File: src/hw/nv_access_consts.vh
// Offsets, field positions, reset values and timing for the data EEPROM sequencer
`ifndef NV_ACCESS_CONSTS_VH
`define NV_ACCESS_CONSTS_VH

// ****************************************************************
// Register byte offsets on the Wishbone bus
// ****************************************************************
`define OFF_BANK_SELECT     8'h00
`define OFF_INDIRECT_PTR    8'h04
`define OFF_INDIRECT_PORT   8'h08
`define OFF_NV_ADDRESS      8'h0c
`define OFF_NV_DATA         8'h10
`define OFF_IRQ_STATUS      8'h14
`define OFF_IRQ_CLEAR       8'h18
`define OFF_IRQ_ENABLE      8'h1c
`define OFF_SEQ_STATE       8'h20

// ****************************************************************
// Indirect window onto the control register
// ****************************************************************
`define BANK_CTL            8'h01
`define PTR_CTL             8'h40

// ****************************************************************
// Control register fields
// ****************************************************************
`define CTL_READ_START      0
`define CTL_READ_ENABLE     1
`define CTL_WRITE_START     2
`define CTL_WRITE_ENABLE    3

// ****************************************************************
// Interrupt status fields
// ****************************************************************
`define IRQ_WRITE_DONE      0
`define IRQ_ACCESS_FAIL     1
`define IRQ_BITS            2

// ****************************************************************
// Reset values
// ****************************************************************
`define RST_BYTE            8'h00
`define RST_IRQ             2'h0

// ****************************************************************
// Timing
// ****************************************************************
`define CLK_PERIOD_NS       4
`define WRITE_TIME_NS       2000
`define READ_TIME_NS        8
`define WRITE_CYCLES        ((`WRITE_TIME_NS + `CLK_PERIOD_NS - 1) / `CLK_PERIOD_NS)
`define READ_CYCLES         ((`READ_TIME_NS + `CLK_PERIOD_NS - 1) / `CLK_PERIOD_NS)

`endif

File: src/hw/nv_array.v
// Byte-wide storage array with registered read data
`timescale 1ns/1ps

module nv_array #(
    parameter ADDR_W = 5,
    parameter DATA_W = 8
)(
    // Clock and reset
    input  wire              clk,
    input  wire              arst_n,
    // Access port
    input  wire [ADDR_W-1:0] addr,
    input  wire [DATA_W-1:0] wdata,
    input  wire              we,
    input  wire              re,
    output reg  [DATA_W-1:0] rdata
);

    reg [DATA_W-1:0] mem [0:(1<<ADDR_W)-1];

    // Array write, no reset so it maps onto plain storage
    always @(posedge clk)
    begin
        if (we)
            mem[addr] <= wdata;
    end

    // Read data held in a register until the next read
    always @(posedge clk or negedge arst_n)
    begin
        if (!arst_n)
            rdata <= {DATA_W{1'b0}};
        else if (re)
            rdata <= mem[addr];
    end

endmodule

File: src/hw/nv_access_seq.v
// Data EEPROM access sequencer with Wishbone register slave and interrupt
`timescale 1ns/1ps
`include "nv_access_consts.vh"

module nv_access_seq #(
    parameter ADDR_W       = 5,
    parameter DATA_W       = 8,
    parameter WRITE_CYCLES = `WRITE_CYCLES,
    parameter READ_CYCLES  = `READ_CYCLES
)(
    // Clock and reset
    input  wire        clk,
    input  wire        arst_n,
    // Wishbone classic slave
    input  wire        wb_cyc_i,
    input  wire        wb_stb_i,
    input  wire        wb_we_i,
    input  wire [7:0]  wb_adr_i,
    input  wire [3:0]  wb_sel_i,
    input  wire [31:0] wb_dat_i,
    output reg  [31:0] wb_dat_o,
    output reg         wb_ack_o,
    // Processor power state, same clock domain
    input  wire        cpu_halt,
    // Interrupt request, level
    output wire        irq
);

    // ****************************************************************
    // Local definitions
    // ****************************************************************
    localparam ST_IDLE  = 2'd0;
    localparam ST_READ  = 2'd1;
    localparam ST_LATCH = 2'd2;
    localparam ST_WRITE = 2'd3;
    localparam CNT_W    = 16;

    // Register hit decode, shared by read and write paths
    function hit;
        input [7:0] adr;
        input [7:0] off;
        begin
            hit = (adr == off);
        end
    endfunction

    // ****************************************************************
    // Storage
    // ****************************************************************
    reg  [7:0]        bank_select;
    reg  [7:0]        indirect_pointer;
    reg  [ADDR_W-1:0] nv_address_reg;
    reg  [DATA_W-1:0] nv_data_reg;
    reg               write_enable_bit;
    reg               read_enable_bit;
    reg               write_busy;
    reg               read_busy;
    reg  [1:0]        state;
    reg  [CNT_W-1:0]  cnt;
    reg  [ADDR_W-1:0] lat_addr;
    reg  [DATA_W-1:0] lat_data;
    reg  [`IRQ_BITS-1:0] irq_status;
    reg  [`IRQ_BITS-1:0] irq_enable;

    wire [DATA_W-1:0] mem_q;
    reg               mem_we;
    reg               mem_re;

    // ****************************************************************
    // Bus access decode
    // ****************************************************************
    wire        access   = wb_cyc_i & wb_stb_i & ~wb_ack_o;
    wire        wr_acc   = access & wb_we_i & wb_sel_i[0];
    wire [7:0]  wbyte    = wb_dat_i[7:0];
    wire        idle     = (state == ST_IDLE);
    // Indirect window only opens at pointer 40h in bank 1
    wire        ctl_open = (bank_select == `BANK_CTL) &&
                           (indirect_pointer == `PTR_CTL);
    wire        ctl_wr   = wr_acc & hit(wb_adr_i, `OFF_INDIRECT_PORT) & ctl_open;

    // Start requests qualified by enables already stored, both together refused
    wire        both_start = wbyte[`CTL_READ_START] & wbyte[`CTL_WRITE_START];
    wire        start_rd   = ctl_wr & idle & ~both_start & wbyte[`CTL_READ_START] &
                             read_enable_bit;
    wire        start_wr   = ctl_wr & idle & ~both_start & wbyte[`CTL_WRITE_START] &
                             write_enable_bit;

    wire [7:0]  ctl_value  = {4'h0, write_enable_bit, write_busy,
                              read_enable_bit, read_busy};

    // Sequencer events
    wire        wr_end   = (state == ST_WRITE) & (cnt == 1) & ~cpu_halt;
    wire        rd_end   = (state == ST_LATCH) & ~cpu_halt;
    wire        fail_evt = ~idle & cpu_halt;

    // ****************************************************************
    // Wishbone answer
    // ****************************************************************

    // Ack one cycle after the request, dropped the following cycle
    always @(posedge clk or negedge arst_n)
    begin
        if (!arst_n)
            wb_ack_o <= 1'b0;
        else
            wb_ack_o <= access;
    end

    // Read data registered together with ack, unmapped reads return zero
    always @(posedge clk or negedge arst_n)
    begin
        if (!arst_n)
            wb_dat_o <= 32'h0000_0000;
        else if (access)
        begin
            wb_dat_o <= 32'h0000_0000;
            if (hit(wb_adr_i, `OFF_BANK_SELECT))
                wb_dat_o[7:0] <= bank_select;
            if (hit(wb_adr_i, `OFF_INDIRECT_PTR))
                wb_dat_o[7:0] <= indirect_pointer;
            if (hit(wb_adr_i, `OFF_INDIRECT_PORT) && ctl_open)
                wb_dat_o[7:0] <= ctl_value;
            if (hit(wb_adr_i, `OFF_NV_ADDRESS))
                wb_dat_o[ADDR_W-1:0] <= nv_address_reg;
            if (hit(wb_adr_i, `OFF_NV_DATA))
                wb_dat_o[DATA_W-1:0] <= nv_data_reg;
            if (hit(wb_adr_i, `OFF_IRQ_STATUS))
                wb_dat_o[`IRQ_BITS-1:0] <= irq_status;
            if (hit(wb_adr_i, `OFF_IRQ_ENABLE))
                wb_dat_o[`IRQ_BITS-1:0] <= irq_enable;
            if (hit(wb_adr_i, `OFF_SEQ_STATE))
                wb_dat_o[1:0] <= state;
        end
    end

    // ****************************************************************
    // Bank and pointer
    // ****************************************************************

    // Reset to bank 0 keeps the control register out of reach
    always @(posedge clk or negedge arst_n)
    begin
        if (!arst_n)
        begin
            bank_select      <= `RST_BYTE;
            indirect_pointer <= `RST_BYTE;
        end
        else
        begin
            if (wr_acc && hit(wb_adr_i, `OFF_BANK_SELECT))
                bank_select <= wbyte;
            if (wr_acc && hit(wb_adr_i, `OFF_INDIRECT_PTR))
                indirect_pointer <= wbyte;
        end
    end

    // ****************************************************************
    // Address and data registers
    // ****************************************************************

    // Software writes ignored while an access runs, so the access is stable
    always @(posedge clk or negedge arst_n)
    begin
        if (!arst_n)
        begin
            nv_address_reg <= {ADDR_W{1'b0}};
            nv_data_reg    <= {DATA_W{1'b0}};
        end
        else
        begin
            if (wr_acc && idle && hit(wb_adr_i, `OFF_NV_ADDRESS))
                nv_address_reg <= wbyte[ADDR_W-1:0];
            if (wr_acc && idle && hit(wb_adr_i, `OFF_NV_DATA))
                nv_data_reg <= wbyte[DATA_W-1:0];
            else if (rd_end)
                nv_data_reg <= mem_q;
        end
    end

    // ****************************************************************
    // Control register
    // ****************************************************************

    // Enables follow software; start bits are set only through a qualified
    // request and cleared only by the sequencer
    always @(posedge clk or negedge arst_n)
    begin
        if (!arst_n)
        begin
            write_enable_bit <= 1'b0;
            read_enable_bit  <= 1'b0;
            write_busy       <= 1'b0;
            read_busy        <= 1'b0;
        end
        else
        begin
            if (ctl_wr)
            begin
                write_enable_bit <= wbyte[`CTL_WRITE_ENABLE];
                read_enable_bit  <= wbyte[`CTL_READ_ENABLE];
            end
            if (start_wr)
                write_busy <= 1'b1;
            else if (wr_end || (fail_evt && write_busy))
                write_busy <= 1'b0;
            if (start_rd)
                read_busy <= 1'b1;
            else if (rd_end || (fail_evt && read_busy))
                read_busy <= 1'b0;
        end
    end

    // ****************************************************************
    // Access sequencer
    // ****************************************************************

    // Address and data are captured at start, so later register writes
    // cannot reach the array mid-cycle
    always @(posedge clk or negedge arst_n)
    begin
        if (!arst_n)
        begin
            state    <= ST_IDLE;
            cnt      <= {CNT_W{1'b0}};
            lat_addr <= {ADDR_W{1'b0}};
            lat_data <= {DATA_W{1'b0}};
        end
        else
        begin
            case (state)
                ST_IDLE:
                begin
                    if (start_wr)
                    begin
                        state    <= ST_WRITE;
                        cnt      <= WRITE_CYCLES[CNT_W-1:0];
                        lat_addr <= nv_address_reg;
                        lat_data <= nv_data_reg;
                    end
                    else if (start_rd)
                    begin
                        state    <= ST_READ;
                        cnt      <= READ_CYCLES[CNT_W-1:0];
                        lat_addr <= nv_address_reg;
                    end
                end
                ST_READ:
                begin
                    if (cpu_halt)
                        state <= ST_IDLE;
                    else if (cnt == 1)
                        state <= ST_LATCH;
                    else
                        cnt <= cnt - 1'b1;
                end
                ST_LATCH:
                begin
                    state <= ST_IDLE;
                end
                ST_WRITE:
                begin
                    if (cpu_halt)
                        state <= ST_IDLE;
                    else if (cnt == 1)
                        state <= ST_IDLE;
                    else
                        cnt <= cnt - 1'b1;
                end
                default:
                begin
                    state <= ST_IDLE;
                end
            endcase
        end
    end

    // Array strobes: commit only at the end of an uninterrupted cycle
    always @*
    begin
        mem_we = wr_end;
        mem_re = (state == ST_READ) && (cnt == 1) && !cpu_halt;
    end

    nv_array #(
        .ADDR_W (ADDR_W),
        .DATA_W (DATA_W)
    ) u_array (
        .clk    (clk),
        .arst_n (arst_n),
        .addr   (lat_addr),
        .wdata  (lat_data),
        .we     (mem_we),
        .re     (mem_re),
        .rdata  (mem_q)
    );

    // ****************************************************************
    // Interrupt status, clear and enable
    // ****************************************************************

    // Set wins over a clear in the same cycle so no event is lost
    always @(posedge clk or negedge arst_n)
    begin
        if (!arst_n)
        begin
            irq_status <= `RST_IRQ;
            irq_enable <= `RST_IRQ;
        end
        else
        begin
            if (wr_acc && hit(wb_adr_i, `OFF_IRQ_ENABLE))
                irq_enable <= wbyte[`IRQ_BITS-1:0];
            irq_status[`IRQ_WRITE_DONE] <= wr_end |
                (irq_status[`IRQ_WRITE_DONE] &
                 ~(wr_acc & hit(wb_adr_i, `OFF_IRQ_CLEAR) &
                   wbyte[`IRQ_WRITE_DONE]));
            irq_status[`IRQ_ACCESS_FAIL] <= fail_evt |
                (irq_status[`IRQ_ACCESS_FAIL] &
                 ~(wr_acc & hit(wb_adr_i, `OFF_IRQ_CLEAR) &
                   wbyte[`IRQ_ACCESS_FAIL]));
        end
    end

    // Level output; the global mask lives in the processor core
    assign irq = |(irq_status & irq_enable);

endmodule

File: config.mk
export PLATFORM = sky130hd
export DESIGN_NAME = nv_access_seq
export DESIGN_NICKNAME = d
export VERILOG_FILES = /design/src/hw/nv_array.v /design/src/hw/nv_access_seq.v
export VERILOG_INCLUDE_DIRS = /design/src /design/src/hw
export SDC_FILE = /design/constraint.sdc
export NUM_CORES = 1
export LEC_CHECK = 0
export BUFFER_PORTS_ARGS = -buffer_cell sky130_fd_sc_hd__buf_2
export CORE_MARGIN = 2
export CORE_UTILIZATION = 61
export DETAILED_ROUTE_END_ITERATION = 10
export GPL_TIMING_DRIVEN = 0
export HOLD_SLACK_MARGIN = 0.1
export PLACE_DENSITY = 0.84
export SLEW_MARGIN = 20
export SYNTH_ARGS = -nofsm -noshare
export SYNTH_HDL_FRONTEND = slang
export SYNTH_SLANG_ARGS = --single-unit
File: constraint.sdc
create_clock -name clk -period 3.3 [get_ports clk]
set_input_delay 0.66 -clock clk [delete_from_list [all_inputs] [get_ports clk]]
set_output_delay 0.66 -clock clk [all_outputs]
set_load 0.05 [all_outputs]
==> out/qor.csv, run 1 <==
stage;metric;value;unit
routing;drtPass1Iterations;8;
yosys;async_flop_share;24.93;%
power_and_ir_drop;pwr-share-seq;53.2;%
routing;wl;31300;um
place;post_dp_cell_area;0.01515;mm2
floorplanning;ios;84;
critical_path;worst_ep_required_time;3.44;ns
clocking;clk_latency;0.52;ns
final_layout;largest_register;u_array.mem;
global_route;grt_pass1_wl;48050;um
critical_path;rr_startpoint;cnt[13];
critical_path;r2r_cells;6;
yosys;synth.avg_cell_area;14.71;um2
sta;period_minus_slack;3.101;ns
critical_path;cp_max_fo;8;
sta;worst_slew_pin_slew;1.091;ns
power_and_ir_drop;netSwitchingPower;0.001724;W
clocking;cts_tree;done;
power_and_ir_drop;combPwrFrac;2.1;%
place;gp_congestion;0.9348;
clocking;ctsHoldBuffers;0;
critical_path;r2r_slack;0.20;ns
yosys;synth-seq-area-share;67.73;%
sta;fin_crit_sh;93.96;%
sta;setup_violations;0;
outcome;status;finished, final reports clean;
floorplanning;die_w;158.1;um
critical_path;endpoint_kind;flip-flop;
floorplanning;start_util;61.92;%
power_and_ir_drop;p_int;0.006863;W
yosys;synth.distinct_cells;69;
floorplanning;core;0.02340;mm2
clocking;post-cts-setup-buffer-count;0;
flow_run;drv_cap;0;
final_layout;fin_nets;1129;
routing;drt.antenna.violating_nets;0;
sta;rsz0062_at_grt;yes;
sta;hold_viol;0;
yosys;synthCells;985;
clocking;htreeDepth;2;
floorplanning;fp.dieH;158.1;um
power_and_ir_drop;clkPwrFrac;44.6;%
global_route;antenna_found_initial;0;
clocking;numCtsBuffers;36;
sta;tns;0;ns
critical_path;arrival;3.24;ns
power_and_ir_drop;leakagePower;6.418;nW
sta;max_freq;322.5;MHz
critical_path;max_stage_delay;0.64;ns
critical_path;cp_cell_sequence;nor4_1 -> and4_1 -> nand3_1 -> or3_1 -> clkbuf_1 -> nor2_1;
place;portBuffers;30;
sta;finalMaxSlewViolations;0;
yosys;synth-seq-cells;341;
critical_path;start_kind;flip-flop;
power_and_ir_drop;peakVddDrop;489.1;uV
global_route;grt_max_degree;50;
final_layout;reg_top3;u_array.mem (256), cnt (16);
critical_path;path_class;reg -> reg;
yosys;synth-main-ff-cell;edfxtp_1;
yosys;synth_area;0.01449;mm2
routing;routed_via_density;6.254;
yosys;ys_warn_count;0;
place;dpl.hpwl;20380;um
floorplanning;die-area;0.02501;mm2
routing;drcViolationCount;0;
global_route;grt_usage;25.44;%
yosys;synth_edf_count;256;
routing;wl_per_cell;22.00;um
final_layout;design_area;0.01628;mm2
sta;finClkSkew;0.01389;ns
floorplanning;num_rows;56;
power_and_ir_drop;p_per_area;527.3;mW/mm2
critical_path;crit_path_top_delay_cell;nor2_1;
routing;vias;8900;
final_layout;largest_reg_flops;256;
global_route;first_global_vias;8674;
final_layout;synthToLayoutAreaGrowth;12.36;%
power_and_ir_drop;swShare;20.07;%
sta;slew_headroom;26.29;%
clocking;cts.sinks;341;
final_layout;fillCellCount;1509;
clocking;cts_resized;0;
worst_hold_path;worstHoldPathType;in -> async;
global_route;overflow;0;
clocking;cts_root_buf;clkbuf_16;
routing;drt_iter0_markers;923;
final_layout;n_antenna_cell;0;
clocking;path_clk_slew;0.06;ns
critical_path;worst_r2r_endpoint;u_array.mem[12][6];
final_layout;layout-drive-gt1-share;19.11;%
clocking;clk_path_buf_depth;3;
power groups by stage:
| stage | Combinational, W | Sequential (W) | Clock, W |
|---|---|---|---|
| floorplan | 0.000115 | 0.00467 | 0 |
| global placement | 0.000177 | 0.00466 | 0 |
| detailed placement | 0.000182 | 0.00466 | 0 |
| CTS | 0.000182 | 0.00457 | 0.00387 |
| global route | 0.000197 | 0.00457 | 0.00404 |
| finish | 0.000184 | 0.00457 | 0.00383 |
how the worst max path moves through the flow:
stage            start                 end  slack (ns)  cells past startpoint
4_1_cts        cnt[13]  u_array.mem[20][1]        0.21                      6
5_1_grt         cnt[8]  u_array.mem[12][3]       -0.04                      6
3_5_place_dp   cnt[13]  u_array.mem[20][2]        0.22                      6
2_1_floorplan  cnt[13]  u_array.mem[30][0]        0.85                      6
3_3_place_gp   cnt[13]   u_array.mem[8][4]        0.28                      6
6_report       cnt[13]  u_array.mem[12][6]        0.20                      6
metal layers:
metal | GRT usage [%] | share of wire [%]
met1 | 34.15 | 41
met2 | 41.82 | 48
met3 | 4.051 | 7.6
met4 | 10.77 | 3.8
met5 | 0 | 0
metrics by stage:
stage / worst slack, ns / std cells / hold WS, ns / power (W) / utilization [%]
2_1_floorplan: 0.8486 / 1008 / 0.3644 / 0.004782 / -
3_3_place_gp: 0.2795 / 1357 / 0.4656 / 0.004836 / 64.64
3_5_place_dp: 0.2226 / 1358 / 0.4728 / 0.004841 / 64.73
4_1_cts: 0.2057 / 1423 / 0.1901 / 0.008624 / 69.54
5_1_grt: -0.03582 / 1423 / 0.2216 / 0.008805 / 69.58
6_report: 0.1994 / 1423 / 0.1744 / 0.008587 / 69.58
cell families (layout without fill, tap and decap cells):
logic type / Yosys count / count (layout) / synth area share, %
AOI/OAI and AO/OA: 120 / 120 / 5.673
and+or+nand+nor: 277 / 277 / 10.14
buffers and inverters: 89 / 185 / 3.385
other: 1 / 24 / 0.02588
DFF: 341 / 341 / 67.73
xor gates and xnor gates: 8 / 8 / 0.4835
adders and majority gates: 2 / 2 / 0.1727
muxes: 147 / 147 / 12.40
cell usage after synthesis, drive strengths merged, types with 3 or more instances:
cell type  number  area share (%)
dfrtp          85              15
edfxtp        256              53
and3           11            0.47
inv             7            0.18
clkbuf         24            0.62
a31oi           9            0.39
xnor2           7            0.42
mux2i          91             6.3
buf            58             2.6
a22o           11            0.66
a21o            8            0.41
o21ai          17            0.59
nand3b          6            0.31
nand4b          3            0.18
or4            10            0.54
o22ai          33             1.4
nand4           9            0.43
and2            4            0.17
or3b            5            0.30
nor2b           3            0.13
and4            3            0.18
nand2b          3            0.13
a21oi          11            0.38
nor4b           6            0.41
nor3           11            0.41
nor4           21             1.1
nand2          49             1.3
o211ai          3            0.16
nor2           92             2.4
mux4           21             3.3
o41a            3            0.23
a22oi          10            0.52
mux2           35             2.8
nand3          26            0.90
or3             5            0.22
nand4bb         3            0.23
placed cells by master (no fill, tap or decap), types with 4 or more instances in the layout:
| cell | synthesis | routed |
|---|---|---|
| mux4_2 | 21 | 21 |
| mux2_4 | 5 | 5 |
| inv_1 | 7 | 7 |
| nor2_1 | 92 | 92 |
| nor4b_1 | 5 | 5 |
| or3_1 | 5 | 5 |
| clkbuf_16 | 0 | 38 |
| mux2_2 | 30 | 30 |
| nand3b_1 | 6 | 6 |
| clkbuf_1 | 24 | 36 |
| nor3_1 | 10 | 10 |
| nand3_1 | 26 | 26 |
| a22o_1 | 11 | 11 |
| a31oi_1 | 9 | 9 |
| nand2_1 | 49 | 49 |
| buf_4 | 33 | 34 |
| a21oi_1 | 11 | 11 |
| a22oi_1 | 10 | 10 |
| buf_2 | 20 | 49 |
| nand4_1 | 8 | 8 |
| o22ai_1 | 33 | 33 |
| edfxtp_1 | 256 | 256 |
| clkinv_2 | 0 | 6 |
| dfrtp_1 | 85 | 78 |
| nor4_1 | 19 | 19 |
| buf_1 | 4 | 4 |
| or4_1 | 9 | 9 |
| mux2i_1 | 91 | 91 |
| and3_1 | 11 | 11 |
| a21o_1 | 8 | 8 |
| dfrtp_2 | 0 | 7 |
| o21ai_0 | 16 | 16 |
| conb_1 | 1 | 24 |
| xnor2_1 | 7 | 7 |
critical path: cells and delay by family, from the launching register on:
kind | cells | cell delay (ns)
DFF | 1 | 0.41
and+or+nand+nor | 5 | 2.05
buffers and inverters | 1 | 0.26
area by class of cell:
| cell class | count | area (um2) | share of cell area [%] |
|---|---|---|---|
| Clock buffer | 52 | 1023 | 6.286 |
| Tap cell | 319 | 399.1 | 2.451 |
| Multi-Input combinational cell | 578 | 4273 | 26.24 |
| Clock inverter | 13 | 101.3 | 0.6224 |
| Timing Repair Buffer | 31 | 172.7 | 1.060 |
| Buffer | 82 | 464.2 | 2.851 |
| Inverter | 7 | 26.28 | 0.1614 |
| Sequential cell | 341 | 9823 | 60.33 |
Power figures use the tool's default switching activity.
==> run 2, diff against run 1 <==
--- a/config.mk
+++ b/config.mk
@@ -6,14 +6,16 @@
 export SDC_FILE = /design/constraint.sdc
 export NUM_CORES = 1
 export LEC_CHECK = 0
-export BUFFER_PORTS_ARGS = -buffer_cell sky130_fd_sc_hd__buf_2
+export BUFFER_PORTS_ARGS = -buffer_cell sky130_fd_sc_hd__buf_4
 export CORE_MARGIN = 2
 export CORE_UTILIZATION = 61
 export DETAILED_ROUTE_END_ITERATION = 10
 export GPL_TIMING_DRIVEN = 0
 export HOLD_SLACK_MARGIN = 0.1
 export PLACE_DENSITY = 0.84
+export REMOVE_ABC_BUFFERS = 1
 export SLEW_MARGIN = 20
 export SYNTH_ARGS = -nofsm -noshare
 export SYNTH_HDL_FRONTEND = slang
 export SYNTH_SLANG_ARGS = --single-unit
+export TNS_END_PERCENT = 5
==> run 2 against run 1 <==
Sequential share of layout area is 1.2 points higher. Highest routed layer unchanged. Critical path type unchanged. Critical endpoint is now u_array.mem[15][0]. Clock-buffer cell count did not move. Sequential cell count unchanged.
==> out/qor.csv, run 2 (synthesis gave the netlist of run 1 again) <==
stage;metric;value;unit
sta;hold-worst-slack;0.2008;ns
final_layout;largest_register;u_array.mem;
place;post_dp_cell_area;0.01483;mm2
routing;drcViolationCount;0;
global_route;antenna_found_initial;0;
sta;setup_violations;0;
final_layout;design_area;0.01597;mm2
floorplanning;die-area;0.02501;mm2
floorplanning;core;0.02340;mm2
floorplanning;start_util;61.92;%
final_layout;mostFrequentLayoutCells;edfxtp_1, mux2i_1, nor2_1;
outcome;status;finished, final reports clean;
clocking;clk_latency;0.51;ns
sta;period_minus_slack;3.238;ns
place;gp_congestion;0.9217;
power_and_ir_drop;netSwitchingPower;0.001690;W
global_route;grt_pass1_wl;46410;um
global_route;grt_usage;24.60;%
floorplanning;fp.dieH;158.1;um
critical_path;endpoint_kind;flip-flop;
power_and_ir_drop;p_int;0.006814;W
global_route;grt_max_degree;86;
sta;max_freq;308.8;MHz
sta;tns;0;ns
power_and_ir_drop;clkPwrFrac;44.3;%
clocking;ctsHoldBuffers;0;
final_layout;n_antenna_cell;0;
critical_path;r2r_cells;5;
routing;wl_met3;2658;um
sta;slew_headroom;21.86;%
routing;m1WireLength;12320;um
critical_path;cp_max_fo;8;
power_and_ir_drop;swShare;19.87;%
sta;rsz0062_at_grt;yes;
floorplanning;die_w;158.1;um
power_and_ir_drop;p_total;0.008504;W
final_layout;layout-drive-gt1-share;16.23;%
place;portBuffers;32;
clocking;cts_tree;done;
final_layout;largest_reg_flops;256;
routing;routed_via_density;6.451;
routing;drt.antenna.violating_nets;0;
critical_path;arrival;3.37;ns
global_route;overflow;0;
floorplanning;ios;84;
critical_path;path_class;reg -> reg;
sta;finalMaxSlewViolations;0;
routing;met2_length;14720;um
routing;wl_per_cell;22.83;um
final_layout;mostFrequentLayoutCell;edfxtp_1;
power_and_ir_drop;leakagePower;6.122;nW
sta;setup_ws;0.06172;ns
clocking;clk_path_buf_depth;3;
final_layout;reg_top3;u_array.mem (256), cnt (16);
flow_run;drv_cap;0;
clocking;cts_root_buf;clkbuf_16;
power_and_ir_drop;combPwrFrac;1.9;%
critical_path;worst_ep_required_time;3.43;ns
power_and_ir_drop;p_per_area;532.7;mW/mm2
clocking;path_clk_slew;0.05;ns
floorplanning;num_rows;56;
clocking;numCtsBuffers;35;
routing;top_layer_used;met4;
routing;drtPass1Iterations;6;
sta;finClkSkew;0.01519;ns
sta;hold_viol;0;
sta;fin_crit_sh;98.13;%
routing;wl;30630;um
place;dp_slack;0.1265;ns
routing;vias;8657;
clocking;htreeDepth;2;
power_and_ir_drop;pwr-share-seq;53.8;%
global_route;first_global_vias;8320;
clocking;cts.sinks;341;
critical_path;start_kind;flip-flop;
routing;drt_iter0_markers;908;
final_layout;synthToLayoutAreaGrowth;10.17;%
critical_path;rr_startpoint;cnt[12];
final_layout;fin_nets;1050;
worst_hold_path;worstHoldPathType;in -> async;
sta;worst_slew_pin_slew;1.172;ns
place;dpl.hpwl;18550;um
power_and_ir_drop;peakVddDrop;451.9;uV
critical_path;r2r_slack;0.06;ns
critical_path;worst_r2r_endpoint;u_array.mem[15][0];
-- run 2: cell types whose count changed in the layout (fill, tap and decap cells not counted), sizes merged --
| cell | change |
|---|---|
| clkbuf | -24 |
| buf | -54 |
| clkinv | -4 |
| clkinvlp | +1 |
-- run 2: stage by stage --
stage | instances | utilization, %
6_report | 1342 | 68.22
5_1_grt | 1342 | 68.22
4_1_cts | 1342 | 68.11
3_5_place_dp | 1280 | 63.38
3_3_place_gp | 1277 | 63.04
2_1_floorplan | 926 | -
-- run 2: worst max-delay path by stage --
| stage | end | slack, ns | from |
|---|---|---|---|
| floorplan | u_array.mem[19][0] | -1.74 | lat_addr[1] |
| global placement | u_array.mem[31][7] | -3.95 | lat_addr[1] |
| detailed placement | u_array.mem[30][7] | 0.13 | cnt[13] |
| CTS | u_array.mem[29][1] | 0.11 | cnt[12] |
| global route | u_array.mem[27][2] | -0.1 | cnt[12] |
| finish | u_array.mem[15][0] | 0.06 | cnt[12] |
-- run 2: layout make-up --
class | instances | area [um2]
Clock buffer | 52 | 1011
Clock inverter | 10 | 96.34
Fill cell | 1559 | 7437
Inverter | 7 | 26.28
Multi-Input combinational cell | 578 | 4285
Sequential cell | 341 | 9828
Tap cell | 319 | 399.1
Timing Repair Buffer | 35 | 319.1
-- run 2: power by group through the flow --
stage	combinational, W	sequential, W	clock, W
floorplan	0.0000849	0.00467	0
global placement	0.000162	0.00466	0
detailed placement	0.000164	0.00466	0
CTS	0.000164	0.00457	0.00381
global route	0.000177	0.00457	0.00398
finish	0.000165	0.00457	0.00377
-- run 2: layer usage --
metal	vias up	track usage, %
li1	3776	-
met1	4336	34.13
met2	470	39.94
met3	75	4.489
met4	0	8.151
met5	-	0
-- run 2: repair_timing --
item / 4_1_cts / 5_1_grt
setup endpoints to repair: 0 / 72
buffers inserted: 0 / 0
resized for setup: 0 / 5
-- run 2: worst max-delay path: stages (launching register included) --
cell     delay, ns
dfrtp_1       0.42
nor4_1        0.55
and4_1        0.31
and2_1        0.17
nand4_1       0.58
nor2_1        0.83
